## config.mk

```make
export PLATFORM = sky130hd
export DESIGN_NAME = ftcs_setup
export DESIGN_NICKNAME = d
export VERILOG_FILES = /design/src/common/ftcs_pkg.sv /design/src/common/ftcs_step_if.sv /design/src/core/ftcs_step_timer.sv /design/src/core/ftcs_setup.sv
export SDC_FILE = /design/constraint.sdc
export NUM_CORES = 1
export LEC_CHECK = 0
export ABC_AREA = 1
export ABC_CLOCK_PERIOD_IN_PS = 3400
export BUFFER_PORTS_ARGS = -buffer_cell sky130_fd_sc_hd__buf_4
export CORE_ASPECT_RATIO = 1.2
export CORE_MARGIN = 4
export CORE_UTILIZATION = 40
export DETAILED_ROUTE_END_ITERATION = 16
export GPL_ROUTABILITY_DRIVEN = 0
export PLACE_DENSITY_LB_ADDON = 0.2
export SLEW_MARGIN = 10
export SYNTH_ARGS = -nofsm -noshare
export SYNTH_HDL_FRONTEND = slang
export SYNTH_SLANG_ARGS = --single-unit
export TNS_END_PERCENT = 100
```

## constraint.sdc

```tcl
create_clock -name clk -period 3.4 [get_ports clk]
set_input_delay 0.34 -clock clk [delete_from_list [all_inputs] [get_ports clk]]
set_output_delay 0.34 -clock clk [all_outputs]
set_load 0.02 [all_outputs]
```

## src/common/ftcs_pkg.sv

```systemverilog
// Purpose: shared constants of the transfer command setup block
// Assumes: 25 MHz core clock
// Notes: opcodes are the low five bits of the first command byte
package ftcs_pkg;
  localparam int CLK_PERIOD_NS = 40;
  localparam int STEP_UNIT_NS = 500000;
  localparam int STEP_UNIT_CYC = (STEP_UNIT_NS + CLK_PERIOD_NS - 1) /
    CLK_PERIOD_NS;
  localparam int STEP_CODE_SPAN = 16;
  localparam logic [4:0] OP_READ = 5'h06;
  localparam logic [4:0] OP_READ_DEL = 5'h0C;
  localparam logic [4:0] OP_WRITE = 5'h05;
  localparam logic [4:0] OP_WRITE_DEL = 5'h09;
  localparam logic [4:0] OP_VERIFY = 5'h16;
  localparam logic [4:0] OP_FORMAT = 5'h0D;
  localparam logic [4:0] OP_OFFSET_SEEK = 5'h0F;
  localparam int OFFSET_DIR_BIT = 6;
  localparam logic [1:0] IC_NORMAL = 2'h0;
  localparam logic [1:0] IC_ABNORMAL = 2'h1;
  localparam logic [1:0] IC_INVALID = 2'h2;
  localparam int ST0_IC_POS = 6;
  localparam int ST0_SEEK_END_POS = 5;
  localparam int ST0_EQUIP_POS = 4;
  localparam int ST0_HEAD_POS = 2;
  localparam int ST3_FAULT_POS = 7;
  localparam int ST3_TRACK0_POS = 4;
  localparam logic [7:0] CYL_RESET = 8'h00;
  localparam logic [7:0] STATUS_RESET = 8'h00;
  typedef enum logic [1:0] {
    FTCS_K_READ = 2'b00,
    FTCS_K_WRITE = 2'b01,
    FTCS_K_VERIFY = 2'b10,
    FTCS_K_FORMAT = 2'b11
  } ftcs_kind_t;
endpackage

```

## src/common/ftcs_step_if.sv

```systemverilog
// Purpose: link between the sequencer and its step interval timer
// Assumes: one clock domain
// Notes: start is a one-cycle pulse, done a one-cycle pulse
`timescale 1ns/1ns
`default_nettype none
interface ftcs_step_if;
  logic start;
  logic [4:0] units;
  logic done;
  modport ctl (output start, output units, input done);
  modport tmr (input start, input units, output done);
endinterface
`default_nettype wire

```

## src/core/ftcs_step_timer.sv

```systemverilog
// Purpose: counts a number of step units after a start pulse
// Assumes: units nonzero
// Notes: a new start restarts the count
`timescale 1ns/1ns
`default_nettype none
module ftcs_step_timer
  import ftcs_pkg::*;
#(
  parameter int UNIT_CYC = STEP_UNIT_CYC
) (
  input wire logic clk,
  input wire logic rst_b,
  ftcs_step_if.tmr tif
);
  if (UNIT_CYC < 1 || UNIT_CYC > 65535) begin : g_bad_unit
    $error("UNIT_CYC out of range");
  end
  logic [15:0] cyc_r, cyc_nxt;
  logic [4:0] left_r, left_nxt;
  logic run_r, run_nxt;
  logic done_r, done_nxt;
  always_comb begin
    cyc_nxt = cyc_r;
    left_nxt = left_r;
    run_nxt = run_r;
    done_nxt = 1'b0;
    if (tif.start) begin
      run_nxt = 1'b1;
      cyc_nxt = 16'(UNIT_CYC - 1);
      left_nxt = tif.units;
    end else if (run_r) begin
      if (cyc_r != 16'h0000) begin
        cyc_nxt = cyc_r - 16'h0001;
      end else if (left_r <= 5'h01) begin
        run_nxt = 1'b0;
        done_nxt = 1'b1;
      end else begin
        left_nxt = left_r - 5'h01;
        cyc_nxt = 16'(UNIT_CYC - 1);
      end
    end
  end
  always_ff @(posedge clk) begin
    if (!rst_b) begin
      cyc_r <= 16'h0000;
      left_r <= 5'h00;
      run_r <= 1'b0;
      done_r <= 1'b0;
    end else begin
      cyc_r <= cyc_nxt;
      left_r <= left_nxt;
      run_r <= run_nxt;
      done_r <= done_nxt;
    end
  end
  assign tif.done = done_r;
endmodule // ftcs_step_timer
`default_nettype wire

```

## src/core/ftcs_setup.sv

```systemverilog
// What this block does
// - Transfer commands share parameters, differ by opcode
// - Implied seek runs when setup option enabled
// - Drive busy flag asserted during seek
// - Seek failure reported in status and cylinder
// - Four result status bytes captured per command
// - Write gate option changes write enable timing
// - Precompensation start track spans 00 to FF
// - Sector address is first sector transferred
// - Format uses sector count as sectors
// - Verify with count flag uses sector count
// - Polling disabled while disable bit set
// - Offset seek cylinder is relative to present
// - Step spacing 0.5 to 8 ms steps
//
// Purpose: setup and implied seek for floppy transfer commands
// Assumes: command bytes already gathered; transfer engine outside
// Notes: step unit is scaled by UNIT_CYC for simulation
`timescale 1ns/1ns
`default_nettype none
module ftcs_setup
  import ftcs_pkg::*;
#(
  parameter int UNIT_CYC = STEP_UNIT_CYC
) (
  input wire logic clk,
  input wire logic rst_b,
  input wire logic cmd_valid,
  input wire logic [7:0] cmd_opcode,
  input wire logic [1:0] cmd_drive,
  input wire logic cmd_head,
  input wire logic [7:0] cmd_cyl,
  input wire logic [7:0] cmd_sector,
  input wire logic [7:0] sector_count,
  input wire logic enable_count_flag,
  input wire logic cfg_implied_seek,
  input wire logic cfg_poll_disable,
  input wire logic write_gate_option,
  input wire logic [7:0] precomp_track,
  input wire logic [3:0] step_interval,
  input wire logic drive_fault,
  input wire logic drive_track0,
  input wire logic wr_req,
  input wire logic xfer_done,
  input wire logic xfer_fail,
  input wire logic [7:0] xfer_st1,
  input wire logic [7:0] xfer_st2,
  output logic cmd_ready_r,
  output logic [3:0] drive_busy_r,
  output logic step_pulse_r,
  output logic step_dir_r,
  output logic xfer_start_r,
  output logic [1:0] xfer_kind_r,
  output logic [7:0] xfer_first_sector_r,
  output logic [7:0] xfer_count_r,
  output logic xfer_count_en_r,
  output logic precomp_en_r,
  output logic drive_we_r,
  output logic poll_active_r,
  output logic result_valid_r,
  output logic [7:0] first_result_status_r,
  output logic [7:0] result_st1_r,
  output logic [7:0] result_st2_r,
  output logic [7:0] result_st3_r,
  output logic [7:0] result_cyl_r
);
  typedef enum logic [2:0] {
    FTCS_IDLE = 3'b000,
    FTCS_STEP = 3'b001,
    FTCS_WAIT = 3'b010,
    FTCS_XSTART = 3'b011,
    FTCS_XRUN = 3'b100,
    FTCS_DONE = 3'b101
  } ftcs_state_t;

  ftcs_step_if sif ();
  ftcs_step_timer #(.UNIT_CYC(UNIT_CYC)) u_timer (
    .clk(clk),
    .rst_b(rst_b),
    .tif(sif)
  );

  ftcs_state_t st_r, st_nxt;
  logic [7:0] pcyl_r [4];
  logic [7:0] pcyl_nxt [4];
  logic [7:0] tgt_r, tgt_nxt;
  logic [1:0] drv_r, drv_nxt;
  logic head_r, head_nxt;
  logic seek_only_r, seek_only_nxt;
  logic fail_r, fail_nxt;
  logic bad_r, bad_nxt;
  logic wr_d_r;
  logic cmd_ready_nxt, step_pulse_nxt, step_dir_nxt, xfer_start_nxt;
  logic [1:0] kind_nxt;
  logic [7:0] first_nxt, count_nxt;
  logic count_en_nxt, result_valid_nxt;
  logic [3:0] busy_nxt;
  logic [7:0] st0_nxt, st1_nxt, st2_nxt, st3_nxt, rcyl_nxt;
  logic [4:0] opc;
  logic [8:0] rel_sum;
  logic [7:0] cur;

  assign opc = cmd_opcode[4:0];
  assign cur = pcyl_r[drv_r];
  assign sif.units = 5'(STEP_CODE_SPAN) - {1'b0, step_interval};
  assign sif.start = step_pulse_r;
  assign rel_sum = cmd_opcode[OFFSET_DIR_BIT] ?
    ({1'b0, pcyl_r[cmd_drive]} - {1'b0, cmd_cyl}) :
    ({1'b0, pcyl_r[cmd_drive]} + {1'b0, cmd_cyl});

  always_comb begin
    st_nxt = st_r;
    pcyl_nxt = pcyl_r;
    tgt_nxt = tgt_r;
    drv_nxt = drv_r;
    head_nxt = head_r;
    seek_only_nxt = seek_only_r;
    fail_nxt = fail_r;
    bad_nxt = bad_r;
    cmd_ready_nxt = 1'b0;
    step_pulse_nxt = 1'b0;
    step_dir_nxt = step_dir_r;
    xfer_start_nxt = 1'b0;
    kind_nxt = xfer_kind_r;
    first_nxt = xfer_first_sector_r;
    count_nxt = xfer_count_r;
    count_en_nxt = xfer_count_en_r;
    result_valid_nxt = 1'b0;
    busy_nxt = drive_busy_r;
    st0_nxt = first_result_status_r;
    st1_nxt = result_st1_r;
    st2_nxt = result_st2_r;
    st3_nxt = result_st3_r;
    rcyl_nxt = result_cyl_r;
    unique case (st_r)
      FTCS_IDLE: begin
        cmd_ready_nxt = 1'b1;
        if (cmd_valid) begin
          cmd_ready_nxt = 1'b0;
          drv_nxt = cmd_drive;
          head_nxt = cmd_head;
          fail_nxt = 1'b0;
          bad_nxt = 1'b0;
          seek_only_nxt = 1'b0;
          tgt_nxt = cmd_cyl;
          first_nxt = cmd_sector;
          count_nxt = sector_count;
          count_en_nxt = 1'b0;
          st_nxt = cfg_implied_seek ? FTCS_STEP : FTCS_XSTART;
          unique case (opc)
            OP_READ, OP_READ_DEL: kind_nxt = FTCS_K_READ;
            OP_WRITE, OP_WRITE_DEL: kind_nxt = FTCS_K_WRITE;
            OP_VERIFY: begin
              kind_nxt = FTCS_K_VERIFY;
              count_en_nxt = enable_count_flag;
            end
            OP_FORMAT: begin
              kind_nxt = FTCS_K_FORMAT;
              count_en_nxt = 1'b1;
            end
            OP_OFFSET_SEEK: begin
              seek_only_nxt = 1'b1;
              tgt_nxt = rel_sum[7:0];
              fail_nxt = rel_sum[8];
              st_nxt = FTCS_STEP;
            end
            default: begin
              bad_nxt = 1'b1;
              st_nxt = FTCS_DONE;
            end
          endcase
        end
      end
      FTCS_STEP: begin
        busy_nxt[drv_r] = 1'b1;
        if (fail_r || drive_fault) begin
          fail_nxt = 1'b1;
          st1_nxt = STATUS_RESET;
          st2_nxt = STATUS_RESET;
          st_nxt = FTCS_DONE;
        end else if (cur == tgt_r) begin
          busy_nxt[drv_r] = 1'b0;
          st_nxt = seek_only_r ? FTCS_DONE : FTCS_XSTART;
        end else begin
          step_pulse_nxt = 1'b1;
          step_dir_nxt = tgt_r > cur;
          pcyl_nxt[drv_r] = (tgt_r > cur) ? cur + 8'h01 : cur - 8'h01;
          st_nxt = FTCS_WAIT;
        end
      end
      FTCS_WAIT: begin
        if (sif.done) begin
          st_nxt = FTCS_STEP;
        end
      end
      FTCS_XSTART: begin
        xfer_start_nxt = 1'b1;
        st_nxt = FTCS_XRUN;
      end
      FTCS_XRUN: begin
        if (xfer_done) begin
          fail_nxt = xfer_fail;
          st1_nxt = xfer_st1;
          st2_nxt = xfer_st2;
          st_nxt = FTCS_DONE;
        end
      end
      FTCS_DONE: begin
        busy_nxt[drv_r] = 1'b0;
        result_valid_nxt = 1'b1;
        if (!fail_r && seek_only_r) begin
          st1_nxt = STATUS_RESET;
          st2_nxt = STATUS_RESET;
        end
        st0_nxt = {fail_r ? IC_ABNORMAL : IC_NORMAL,
                   seek_only_r, fail_r && drive_fault, 1'b0,
                   head_r, drv_r};
        if (bad_r) begin
          st0_nxt = {IC_INVALID, 3'h0, head_r, drv_r};
        end
        rcyl_nxt = cur;
        st3_nxt = {drive_fault, 2'h0, drive_track0, 1'b0, head_r, drv_r};
        st_nxt = FTCS_IDLE;
      end
      default: st_nxt = FTCS_IDLE;
    endcase
  end

  always_ff @(posedge clk) begin
    if (!rst_b) begin
      st_r <= FTCS_IDLE;
      for (int i = 0; i < 4; i++) begin
        pcyl_r[i] <= CYL_RESET;
      end
      tgt_r <= CYL_RESET;
      drv_r <= 2'h0;
      head_r <= 1'b0;
      seek_only_r <= 1'b0;
      fail_r <= 1'b0;
      bad_r <= 1'b0;
      wr_d_r <= 1'b0;
      cmd_ready_r <= 1'b0;
      drive_busy_r <= 4'h0;
      step_pulse_r <= 1'b0;
      step_dir_r <= 1'b0;
      xfer_start_r <= 1'b0;
      xfer_kind_r <= FTCS_K_READ;
      xfer_first_sector_r <= 8'h00;
      xfer_count_r <= 8'h00;
      xfer_count_en_r <= 1'b0;
      precomp_en_r <= 1'b0;
      drive_we_r <= 1'b0;
      poll_active_r <= 1'b0;
      result_valid_r <= 1'b0;
      first_result_status_r <= STATUS_RESET;
      result_st1_r <= STATUS_RESET;
      result_st2_r <= STATUS_RESET;
      result_st3_r <= STATUS_RESET;
      result_cyl_r <= CYL_RESET;
    end else begin
      st_r <= st_nxt;
      pcyl_r <= pcyl_nxt;
      tgt_r <= tgt_nxt;
      drv_r <= drv_nxt;
      head_r <= head_nxt;
      seek_only_r <= seek_only_nxt;
      fail_r <= fail_nxt;
      bad_r <= bad_nxt;
      wr_d_r <= wr_req;
      cmd_ready_r <= cmd_ready_nxt;
      drive_busy_r <= busy_nxt;
      step_pulse_r <= step_pulse_nxt;
      step_dir_r <= step_dir_nxt;
      xfer_start_r <= xfer_start_nxt;
      xfer_kind_r <= kind_nxt;
      xfer_first_sector_r <= first_nxt;
      xfer_count_r <= count_nxt;
      xfer_count_en_r <= count_en_nxt;
      precomp_en_r <= cur >= precomp_track;
      drive_we_r <= write_gate_option ? (wr_req | wr_d_r) : wr_d_r;
      poll_active_r <= !cfg_poll_disable && st_nxt == FTCS_IDLE;
      result_valid_r <= result_valid_nxt;
      first_result_status_r <= st0_nxt;
      result_st1_r <= st1_nxt;
      result_st2_r <= st2_nxt;
      result_st3_r <= st3_nxt;
      result_cyl_r <= rcyl_nxt;
    end
  end
endmodule // ftcs_setup
`default_nettype wire

```

==> impl_metrics.ini, run 1 <==
[status]
outcome = finished clean

[synth]
async_flop_share_pct = 0
syn_inst = 1063
synth_area_per_cell_sq_um = 6.97
netlist_area_sq_mm = 0.00741
ys_ff_latch = 137
yosysUniqueCellTypes = 50
synth_ff_type = dfxtp_1
ys_warn_count = 0
ys_seq_area_share_pct = 37.0
synth_edf_count = 0

[cts]
clk_latency_ps = 430
cts_tree = done
root_buffer = clkbuf_16
cts_buffers = 17
cts_buffer_depth = 2
cts_max_level = 4
clk_pin_slew_worst_paths_ps = 60
cts_sinks = 137
ctsResizeCount = 0
postCtsSetupRepairBufs = 0
cts_hold_buf = 0

[die]
dieHeight_microns = 157
dieWidth_microns = 132
io_pins = 146
core.rowCount = 54
coreArea_sq_mm = 0.0182
start_util_pct = 40.8
die-area_sq_mm = 0.0208

[timing]
final-hold-violation-count = 0
drv_slew = 0
max_freq_mhz = 322
finalSetupViolCount = 0
fin_crit_sh_pct = 91.3
period_needed_ps = 3100
slew_headroom_pct = 53.6
rsz0062_at_grt = false
tns_ps = 0
tightest_slew_ps = 691
worst_slack_ps = 296
finClkSkew_ps = 9.30

[place]
pre_cts_ws_ps = 61.6
dpl.hpwl_microns = 15900
post_dp_cell_area_sq_mm = 0.00871
port_buffers = 139

[routing]
finalWirelength_microns = 21200
wl_per_cell_microns = 14.7
ant_nets = 0
vias = 7279
drt_iter0_markers = 373
viasPerCell = 5.04
drc = 0
firstDrtPassIters = 5

[critical_path]
crit_top_cell = a21oi_1
worstReg2RegStart = drv_r[0]
slowest_delay_ps = 410
worstSetupPathType = reg -> reg
worstPathRequired_ps = 3700
crit_start = drv_r[0]
crit_slowest_cell = dfxtp_4
crit_path_cell_trace = nand2_2 -> inv_1 -> a21oi_1 -> o21ai_1 -> inv_1 -> ha_1 -> a21oi_1 -> nor2_1 -> nor2_1 -> nand2_1 -> nand2_4 -> ha_1 -> a21oi_1 -> nand2_1 -> nand2_1 -> nand2_1 -> a21oi_1 -> xor2_1 -> a21oi_1
critical_path_arrival_ps = 3400
cp-end-kind = flop
path_max_fanout = 7
start_kind = flop

[final_layout]
nets = 1318
num_antenna_cells = 0
area_delta_synth_final_pct = 26.6
drive_gt1_share_pct = 20.6
final_area_sq_mm = 0.00938
fillCellCount = 1855

[grt]
grt-ovfl-total = 0
grt_pass1_vias = 6844
grt_pass1_wl_microns = 34100
grtUsageTotal_pct = 20.2
grt_max_degree = 49
antenna_found_initial = 0

[power_and_ir_drop]
p_leak_nw = 4.49
power_mw = 6.12
p_per_area_mw_per_mm2 = 652
ir_worst_vdd_v = 0.000395

[hold_path]
hold_start = wr_req
hold_path.class = in -> reg

[run]
drv_cap = 0
==> per-stage QoR <==
stage               std cells  utilization [%]  hold WS, ps
floorplan                1066                -          413
global placement         1411             47.9          424
detailed placement       1411             47.9          432
CTS                      1443             51.3         89.4
global route             1443             51.6          119
finish                   1443             51.6          107
==> final timing paths <==
check | end | slack [ps] | cells past startpoint
min | wr_d_r | 110 | 3
min reg2reg | drive_we_r | 440 | 2
max reg2reg | pcyl_r[30] | 300 | 19
max | pcyl_r[30] | 300 | 19
==> per-layer routing <==
metal	track usage, %	vias up	part of all wire [%]
li1	-	3776	-
met1	24.8	3305	45
met2	35.0	159	49
met3	3.80	39	3.7
met4	8.37	0	2.7
met5	0	-	0
==> worst max-delay path: cells and delay by family, from the launching register on <==
family	cells	cell delay, ps
AOI/OAI and AO/OA	6	750
and+or+nand+nor	8	710
adders and majority gates	2	560
buffers and inverters	2	230
xor gates and xnor gates	1	310
DFF	1	410
==> cells in the final DEF, fill, tap and decap left out, drive strengths merged, types with 5 or more instances in the layout <==
master and instances:
nand2 204, buf 160, inv 154, dfxtp 137, nor2 125, a21oi 114
o21ai 95, nand3 64, ha 35, clkbuf 17, xor2 14, nor3 12
o211ai 10, nand4 9, o22ai 9, a31oi 8, o21a 6, clkinv 6
xnor2 5
==> power by group <==
group | internal (mW) | switching [mW] | leakage (nW)
Clock | 1.11 | 0.802 | 0.293
Sequential | 1.79 | 0.144 | 1.11
Combinational | 0.818 | 1.45 | 3.08
==> final cells by class <==
cell class                      count  area (sq um)  share of cell area, %
Clock buffer                       17           425                   4.53
Clock inverter                     15           181                   1.93
Inverter                          149           562                   5.99
Multi-Input combinational cell    741          3980                   42.4
Sequential cell                   137          2750                   29.3
Tap cell                          224           280                   2.99
Timing Repair Buffer              160          1200                   12.8
==> cells by family (layout without fill, tap and decap cells) <==
family                   after synthesis  count (layout)  share of synthesized area, %
adder cells (fa/ha/maj)               37              37                          6.45
other                                  1               4                        0.0506
AND/OR/NAND/NOR                      423             423                          25.0
flip-flops                           137             137                          37.0
AO/OA/AOI/OAI                        258             258                          19.0
XOR/XNOR                              19              19                          2.25
buffers and inverters                188             341                          10.2
==> registers in the layout, indices dropped and copies added (netlist names), 2 cells and up, named ones only <==
name / count
xfer_kind_r: 2
u_timer.left_r: 5
drv_r: 2
result_cyl_r: 8
first_result_status_r: 4
result_st2_r: 8
u_timer.cyc_r: 16
st_r: 3
tgt_r: 8
result_st1_r: 8
result_st3_r: 5
xfer_first_sector_r: 8
xfer_count_r: 8
pcyl_r: 32
==> synthesized netlist by cell type, types with 2 or more instances <==
master	n	area (sq um)
fa_1	2	40.0
o21a_1	6	45.0
o31ai_1	3	22.5
a21oi_2	2	17.5
a21o_1	2	15.0
and3_1	3	18.8
nand2_2	12	75.1
clkinv_1	3	11.3
o21ai_0	89	445
o21ai_1	6	30.0
nor2_1	116	435
nand4_1	9	56.3
clkbuf_1	22	82.6
a211oi_1	2	15.0
nor2_4	2	22.5
nand3_1	63	315
nor2_2	6	37.5
a21oi_1	112	561
o22ai_1	9	56.3
inv_2	11	41.3
xnor2_1	5	43.8
dfxtp_1	137	2740
o21bai_1	2	15.0
or2_2	3	18.8
a31oi_1	8	50.1
inv_1	134	503
nand2_4	2	22.5
buf_2	6	30.0
nand2_1	190	713
nor3_1	9	45.0
a22oi_1	3	22.5
buf_4	9	67.6
o211ai_1	10	75.1
nor3_4	2	32.5
ha_1	35	438
xor2_1	14	123
No activity file was read; power rests on OpenSTA's default activity.
==> run 2: changes to the inputs <==
==> constraint.sdc (replaced) <==
create_clock -name clk -period 3.4 [get_ports clk]
set_input_delay 0.17 -clock clk [delete_from_list [all_inputs] [get_ports clk]]
set_output_delay 0.17 -clock clk [all_outputs]
set_load 0.02 [all_outputs]
==> run 2 against run 1 <==
Net effect: register-to-register slack lost 20 ps; die area unchanged; wire length increased by 0.57%; setup slack lost 16 ps; fmax down 0.51%; worst hold slack worse by 90 ps; clock power about the same; utilization is 0.90 points higher; non-clock buffer count up 19; power increased by 0.22%; sequential share of layout area decreased by 0.50 points; critical path type unchanged.
==> impl_metrics.ini, run 2 (synthesis results as in run 1) <==
[final_layout]
max_flop_register = pcyl_r
area_delta_synth_final_pct = 28.8
drive_gt1_share_pct = 19.9
final_area_sq_mm = 0.00955
nets = 1337
fillCellCount = 1820
final_cell_mix = nand2_1, buf_4, dfxtp_1
largest_register_ffs = 32
reg_top3 = pcyl_r (32), u_timer.cyc_r (16)
final_common_cell = nand2_1
num_antenna_cells = 0

[routing]
finalWirelength_microns = 21300
wl_per_cell_microns = 14.6
firstDrtPassIters = 5
drt_iter0_markers = 445
viasPerCell = 5.03
drc = 0
vias = 7359
ant_nets = 0

[cts]
root_buffer = clkbuf_16
cts_sinks = 137
clk_pin_slew_worst_paths_ps = 60
cts_buffers = 17
cts_tree = done
cts_buffer_depth = 2
postCtsSetupRepairBufs = 0
cts_max_level = 4
clk_latency_ps = 420

[die]
io_pins = 146
core.rowCount = 54
start_util_pct = 40.8
coreArea_sq_mm = 0.0182
dieWidth_microns = 132
die-area_sq_mm = 0.0208
dieHeight_microns = 157

[timing]
tightest_slew_ps = 699
period_needed_ps = 3120
slew_headroom_pct = 53.1
max_freq_mhz = 321
final-hold-violation-count = 0
drv_slew = 0
fin_crit_sh_pct = 91.7
finClkSkew_ps = 6.46
finalSetupViolCount = 0

[critical_path]
worstPathRequired_ps = 3700
ff2ff_path_depth = 22
worstReg2RegStart = drv_r[0]
crit_slowest_cell = dfxtp_4
worstSetupPathType = reg -> reg
path_max_fanout = 7
slowest_delay_ps = 370
cp-end-kind = flop
start_kind = flop
r2r_slack_ps = 280
crit_top_cell = nand2_1
r2r_end = pcyl_r[14]
critical_path_arrival_ps = 3420
crit_path_cell_trace = nor2_2 -> inv_2 -> o22ai_1 -> a21oi_1 -> o21ai_1 -> inv_1 -> ha_1 -> nand2_1 -> inv_1 -> nand2_1 -> nand2_1 -> nand2_1 -> nand2_1 -> nand2_2 -> ha_1 -> a21oi_2 -> nand2_1 -> nand2_1 -> nand2_1 -> a21oi_1 -> xor2_1 -> a21oi_1

[power_and_ir_drop]
power_mw = 6.13
p_per_area_mw_per_mm2 = 643
p_leak_nw = 4.55
ir_worst_vdd_v = 0.000395

[hold_path]
hold_start = xfer_st1[3]
hold_path.class = in -> reg
holdPathStages = 3
min_to = result_st1_r[3]

[grt]
grt_max_degree = 47
antenna_found_initial = 0
grtUsageTotal_pct = 20.2
grt-ovfl-total = 0
grt_pass1_wl_microns = 34100
grt_pass1_vias = 6728

[place]
port_buffers = 139
dpl.hpwl_microns = 15800
post_dp_cell_area_sq_mm = 0.00870

[run]
drv_cap = 0

[status]
outcome = finished clean
run 2: cell types whose count changed in the layout (fill, tap and decap cells not counted), sizes merged:
cell / previous run / this run
buf: 160 / 159
bufinv: 2 / 3
clkinv: 6 / 8
dlygate4sd3: 0 / 20
inv: 154 / 151
run 2: through the flow:
step                setup slack, ps  instances  hold slack (ps)  TNS [ps]  utilization (%)
global route                  -11.4       1462             9.73     -29.3             52.5
CTS                            88.4       1462             9.67         0             52.4
finish                          281       1462             17.8         0             52.5
floorplan                       237       1066              268         0                -
detailed placement              106       1410              372         0             47.9
global placement                135       1410              366         0             47.9
run 2: timing repair:
action / in CTS / in global routing
hold endpoints to repair: 20 / 0
hold buffers: 20 / 0
endpoints found under the setup margin: 0 / 20
gates resized for setup: 0 / 11
run 2: report_power, final:
| group | switching, mW | internal [mW] | leakage (nW) |
|---|---|---|---|
| logic | 1.45 | 0.819 | 3.14 |
| registers | 0.138 | 1.79 | 1.11 |
| clock network | 0.769 | 1.17 | 0.297 |
| total | 2.35 | 3.78 | 4.55 |
run 2: how the worst max path moves through the flow:
stage | start | to | cells after the start
after floorplan | drv_r[0] | pcyl_r[14] | 19
after CTS | drv_r[0] | pcyl_r[14] | 20
final | drv_r[0] | pcyl_r[14] | 22
after global routing | drv_r[0] | pcyl_r[6] | 22
after detailed placement | drv_r[0] | pcyl_r[14] | 20
after global placement | drv_r[0] | pcyl_r[14] | 18
run 2: worst max-delay path: cells and delay by family, from the launching register on:
kind	cells	cell delay [ps]
AO/OA/AOI/OAI	6	690
XOR/XNOR	1	310
adder cells (fa/ha/maj)	2	640
buffers and inverters	3	240
flip-flops	1	370
AND/OR/NAND/NOR	10	750
run 2: area by class of cell:
class                   count  area, sq um  share of cell area, %
clock inverters            15          191                   2.01
inverters                 149          562                   5.88
clock buffers              17          425                   4.46
flip-flops and latches    137         2750                   28.8
well taps                 224          280                   2.94
multi-input cells         741         3940                   41.3
repair buffers            179         1390                   14.6
run 2: layer usage:
layer	share of wire [%]	wire length, microns	vias to the layer above	track usage [%]
met5	0	0	-	0
met4	1.8	390	0	5.54
met3	4.2	889	29	4.32
met2	49	10500	179	35.4
met1	45	9560	3339	25.3
li1	-	-	3812	-
==> run 3: changes to the inputs <==
ABC_AREA = default   (was 1)
CELL_PAD_IN_SITES_DETAIL_PLACEMENT = 1   (was default)
CELL_PAD_IN_SITES_GLOBAL_PLACEMENT = 2   (was default)
CORE_UTILIZATION = 32   (was 40)
==> run 3 against run 2 <==
Net effect: the flow now finishes with violations (negative setup slack); critical path depth fell by 6; clock-buffer cell count did not move; area after synthesis fell by 2.3%; die area rose by 21%; sequential share of layout area fell by 2.5 points; synthesized cell count fell by 17%; setup slack got worse by 400 ps; utilization fell by 5.9 points; sequential cell count did not move; register-to-register slack got worse by 400 ps; largest cell class unchanged.
==> impl_metrics.ini, run 3 <==
[timing]
drv_slew = 0
max_freq_mhz = 284
tightest_slew_ps = 1000
period_needed_ps = 3520
final-hold-violation-count = 0
finClkSkew_ps = 13.6
fin_hold_ws_ps = 47.0
fin_crit_sh_pct = 104
finalSetupViolCount = 14
worst_slack_ps = -123
slew_headroom_pct = 33.1
rsz0062_at_grt = true

[cts]
cts_max_level = 4
clk_pin_slew_worst_paths_ps = 70
cts_tree = done
cts_buffer_depth = 2
root_buffer = clkbuf_16
cts_sinks = 137
clk_latency_ps = 440
cts_buffers = 17

[final_layout]
nets = 1213
final_common_cell = buf_4
multiInputGateArea_sq_mm = 0.00452
largest_register_ffs = 32
drive_gt1_share_pct = 30.3
fillCellCount = 2649
instances_no_fill = 1393
reg_top3 = pcyl_r (32), u_timer.cyc_r (16)
max_flop_register = pcyl_r
num_antenna_cells = 0
area_delta_synth_final_pct = 44.1
seq_area_sq_mm = 0.00275
final_cell_mix = buf_4, nand2_1, dfxtp_1

[synth]
ys_seq_area_share_pct = 37.9
synth_ff_type = dfxtp_1
synth_top_area_share_pct = 37.9
yosysUniqueCellTypes = 65
synth.most_common_cell = nand2_1
ys_ff_latch = 137
syn_inst = 880
synth_edf_count = 0
synth_area_per_cell_sq_um = 8.23
yosys-top-cells-count = nand2_1, dfxtp_1, a21oi_1, nor2_1, clkbuf_1
netlist_area_sq_mm = 0.00724
synth_top_cell_by_area = dfxtp_1
ys_top_cells_by_area = dfxtp_1, a21oi_1, nand2_1
async_flop_share_pct = 0
ys_warn_count = 0

[power_and_ir_drop]
swShare_pct = 38.2
internal_power_mw = 4.54
ir_worst_vdd_v = 0.000494
p_seq_share_pct = 25.6
comb_power_share_pct = 47.3
p_per_area_mw_per_mm2 = 704
p_sw_mw = 2.81
p_leak_nw = 4.32
clkPwrFrac_pct = 27.1

[place]
dpl.hpwl_microns = 17600
port_buffers = 139
place_inst = 1304

[routing]
firstDrtPassIters = 4
vias = 7171
drt_iter0_markers = 260
drc = 0
viasPerCell = 5.15
wl_per_cell_microns = 18.1
finalWirelength_microns = 25300
ant_nets = 0

[die]
die-area_sq_mm = 0.0251
coreArea_sq_mm = 0.0224
core.rowCount = 60
dieWidth_microns = 145
dieHeight_microns = 173
io_pins = 146
start_util_pct = 32.4

[status]
outcome = complete, but fails checks
violations = negative setup slack

[grt]
grt-ovfl-total = 0
grt_max_degree = 64
antenna_found_initial = 0
grt_pass1_wl_microns = 41100
grt_pass1_vias = 7588
grtUsageTotal_pct = 20.2

[hold_path]
holdPathStages = 3
hold_path.class = in -> reg

[run]
drv_cap = 0

[critical_path]
path_max_fanout = 5
worstSetupPathType = reg -> reg
worstPathRequired_ps = 3780
ff2ff_path_depth = 16
critical_path_arrival_ps = 3900
cp-end-kind = flop
start_kind = flop
==> run 3: worst paths after layout <==
path	startpoint	end	slack, ps
hold reg to reg	wr_d_r	drive_we_r	450
hold / removal	drive_fault	result_st3_r[7]	50
setup / recovery	drv_r[0]	pcyl_r[23]	-120
setup reg to reg	drv_r[0]	pcyl_r[23]	-120
==> run 3: kinds of logic after synthesis <==
logic type | Yosys count | synth area share, %
buf+inv | 89 | 5.18
mux | 30 | 6.91
fa+ha+maj | 38 | 6.74
other cells | 1 | 0.0518
compound gates | 208 | 17.2
flops | 137 | 37.9
simple gates | 347 | 22.4
xor+xnor | 30 | 3.63
==> run 3: what timing repair did <==
item | CTS | global route
cloned | 0 | 0
resized for setup | 37 | 28
setup buffers | 17 | 4
pin swaps | 23 | 20
endpoints found under the setup margin | 22 | 23
hold buffers | 38 | 0
hold endpoints to repair | 38 | 0
==> run 3: power by group through the flow <==
stage	Combinational, mW	Sequential [mW]	Clock, mW
2_1_floorplan	1.48	1.93	0
3_3_place_gp	2.50	1.91	0
3_5_place_dp	2.52	1.92	0
4_1_cts	3.12	1.88	2.04
5_1_grt	3.78	1.90	2.11
6_report	3.47	1.88	1.99
==> run 3: stage by stage <==
step | cell area (sq um) | setup TNS [ps] | setup WS, ps | utilization, % | power [mW]
2_1_floorplan | 7340 | -375 | -90.3 | - | 3.41
3_3_place_gp | 8910 | -4390 | -309 | 39.8 | 4.41
3_5_place_dp | 8910 | -5460 | -327 | 39.8 | 4.44
4_1_cts | 10300 | -480 | -91.4 | 45.9 | 7.04
5_1_grt | 10400 | -3370 | -254 | 46.7 | 7.79
6_report | 10400 | -772 | -123 | 46.7 | 7.35
==> run 3: cell type report <==
class	instances	area share [%]
clock inverters	15	1.92
clock buffers	17	4.08
multi-input cells	657	43.3
repair buffers	252	19.7
well taps	279	3.34
inverters	36	1.33
flip-flops and latches	137	26.3
==> run 3: critical path, stage by stage (launching register included) <==
cell and delay [ps]:
dfxtp_4 390, buf_6 110, mux4_2 500, inv_2 90, ha_4 200, nor2b_4 120, o211a_1 230, o21a_4 240
nor2_4 130, buf_12 130, buf_12 120, ha_4 140, a21oi_4 70, or4_4 570, a211oi_2 240, o22ai_1 110
nand2_1 80
==> run 3: layer usage <==
layer,up-vias,share of wire [%],track usage (%)
li1,3511,-,-
met1,3488,42,23.6
met2,130,52,36.4
met3,42,3.3,3.88
met4,0,2.8,7.64
met5,-,0,0
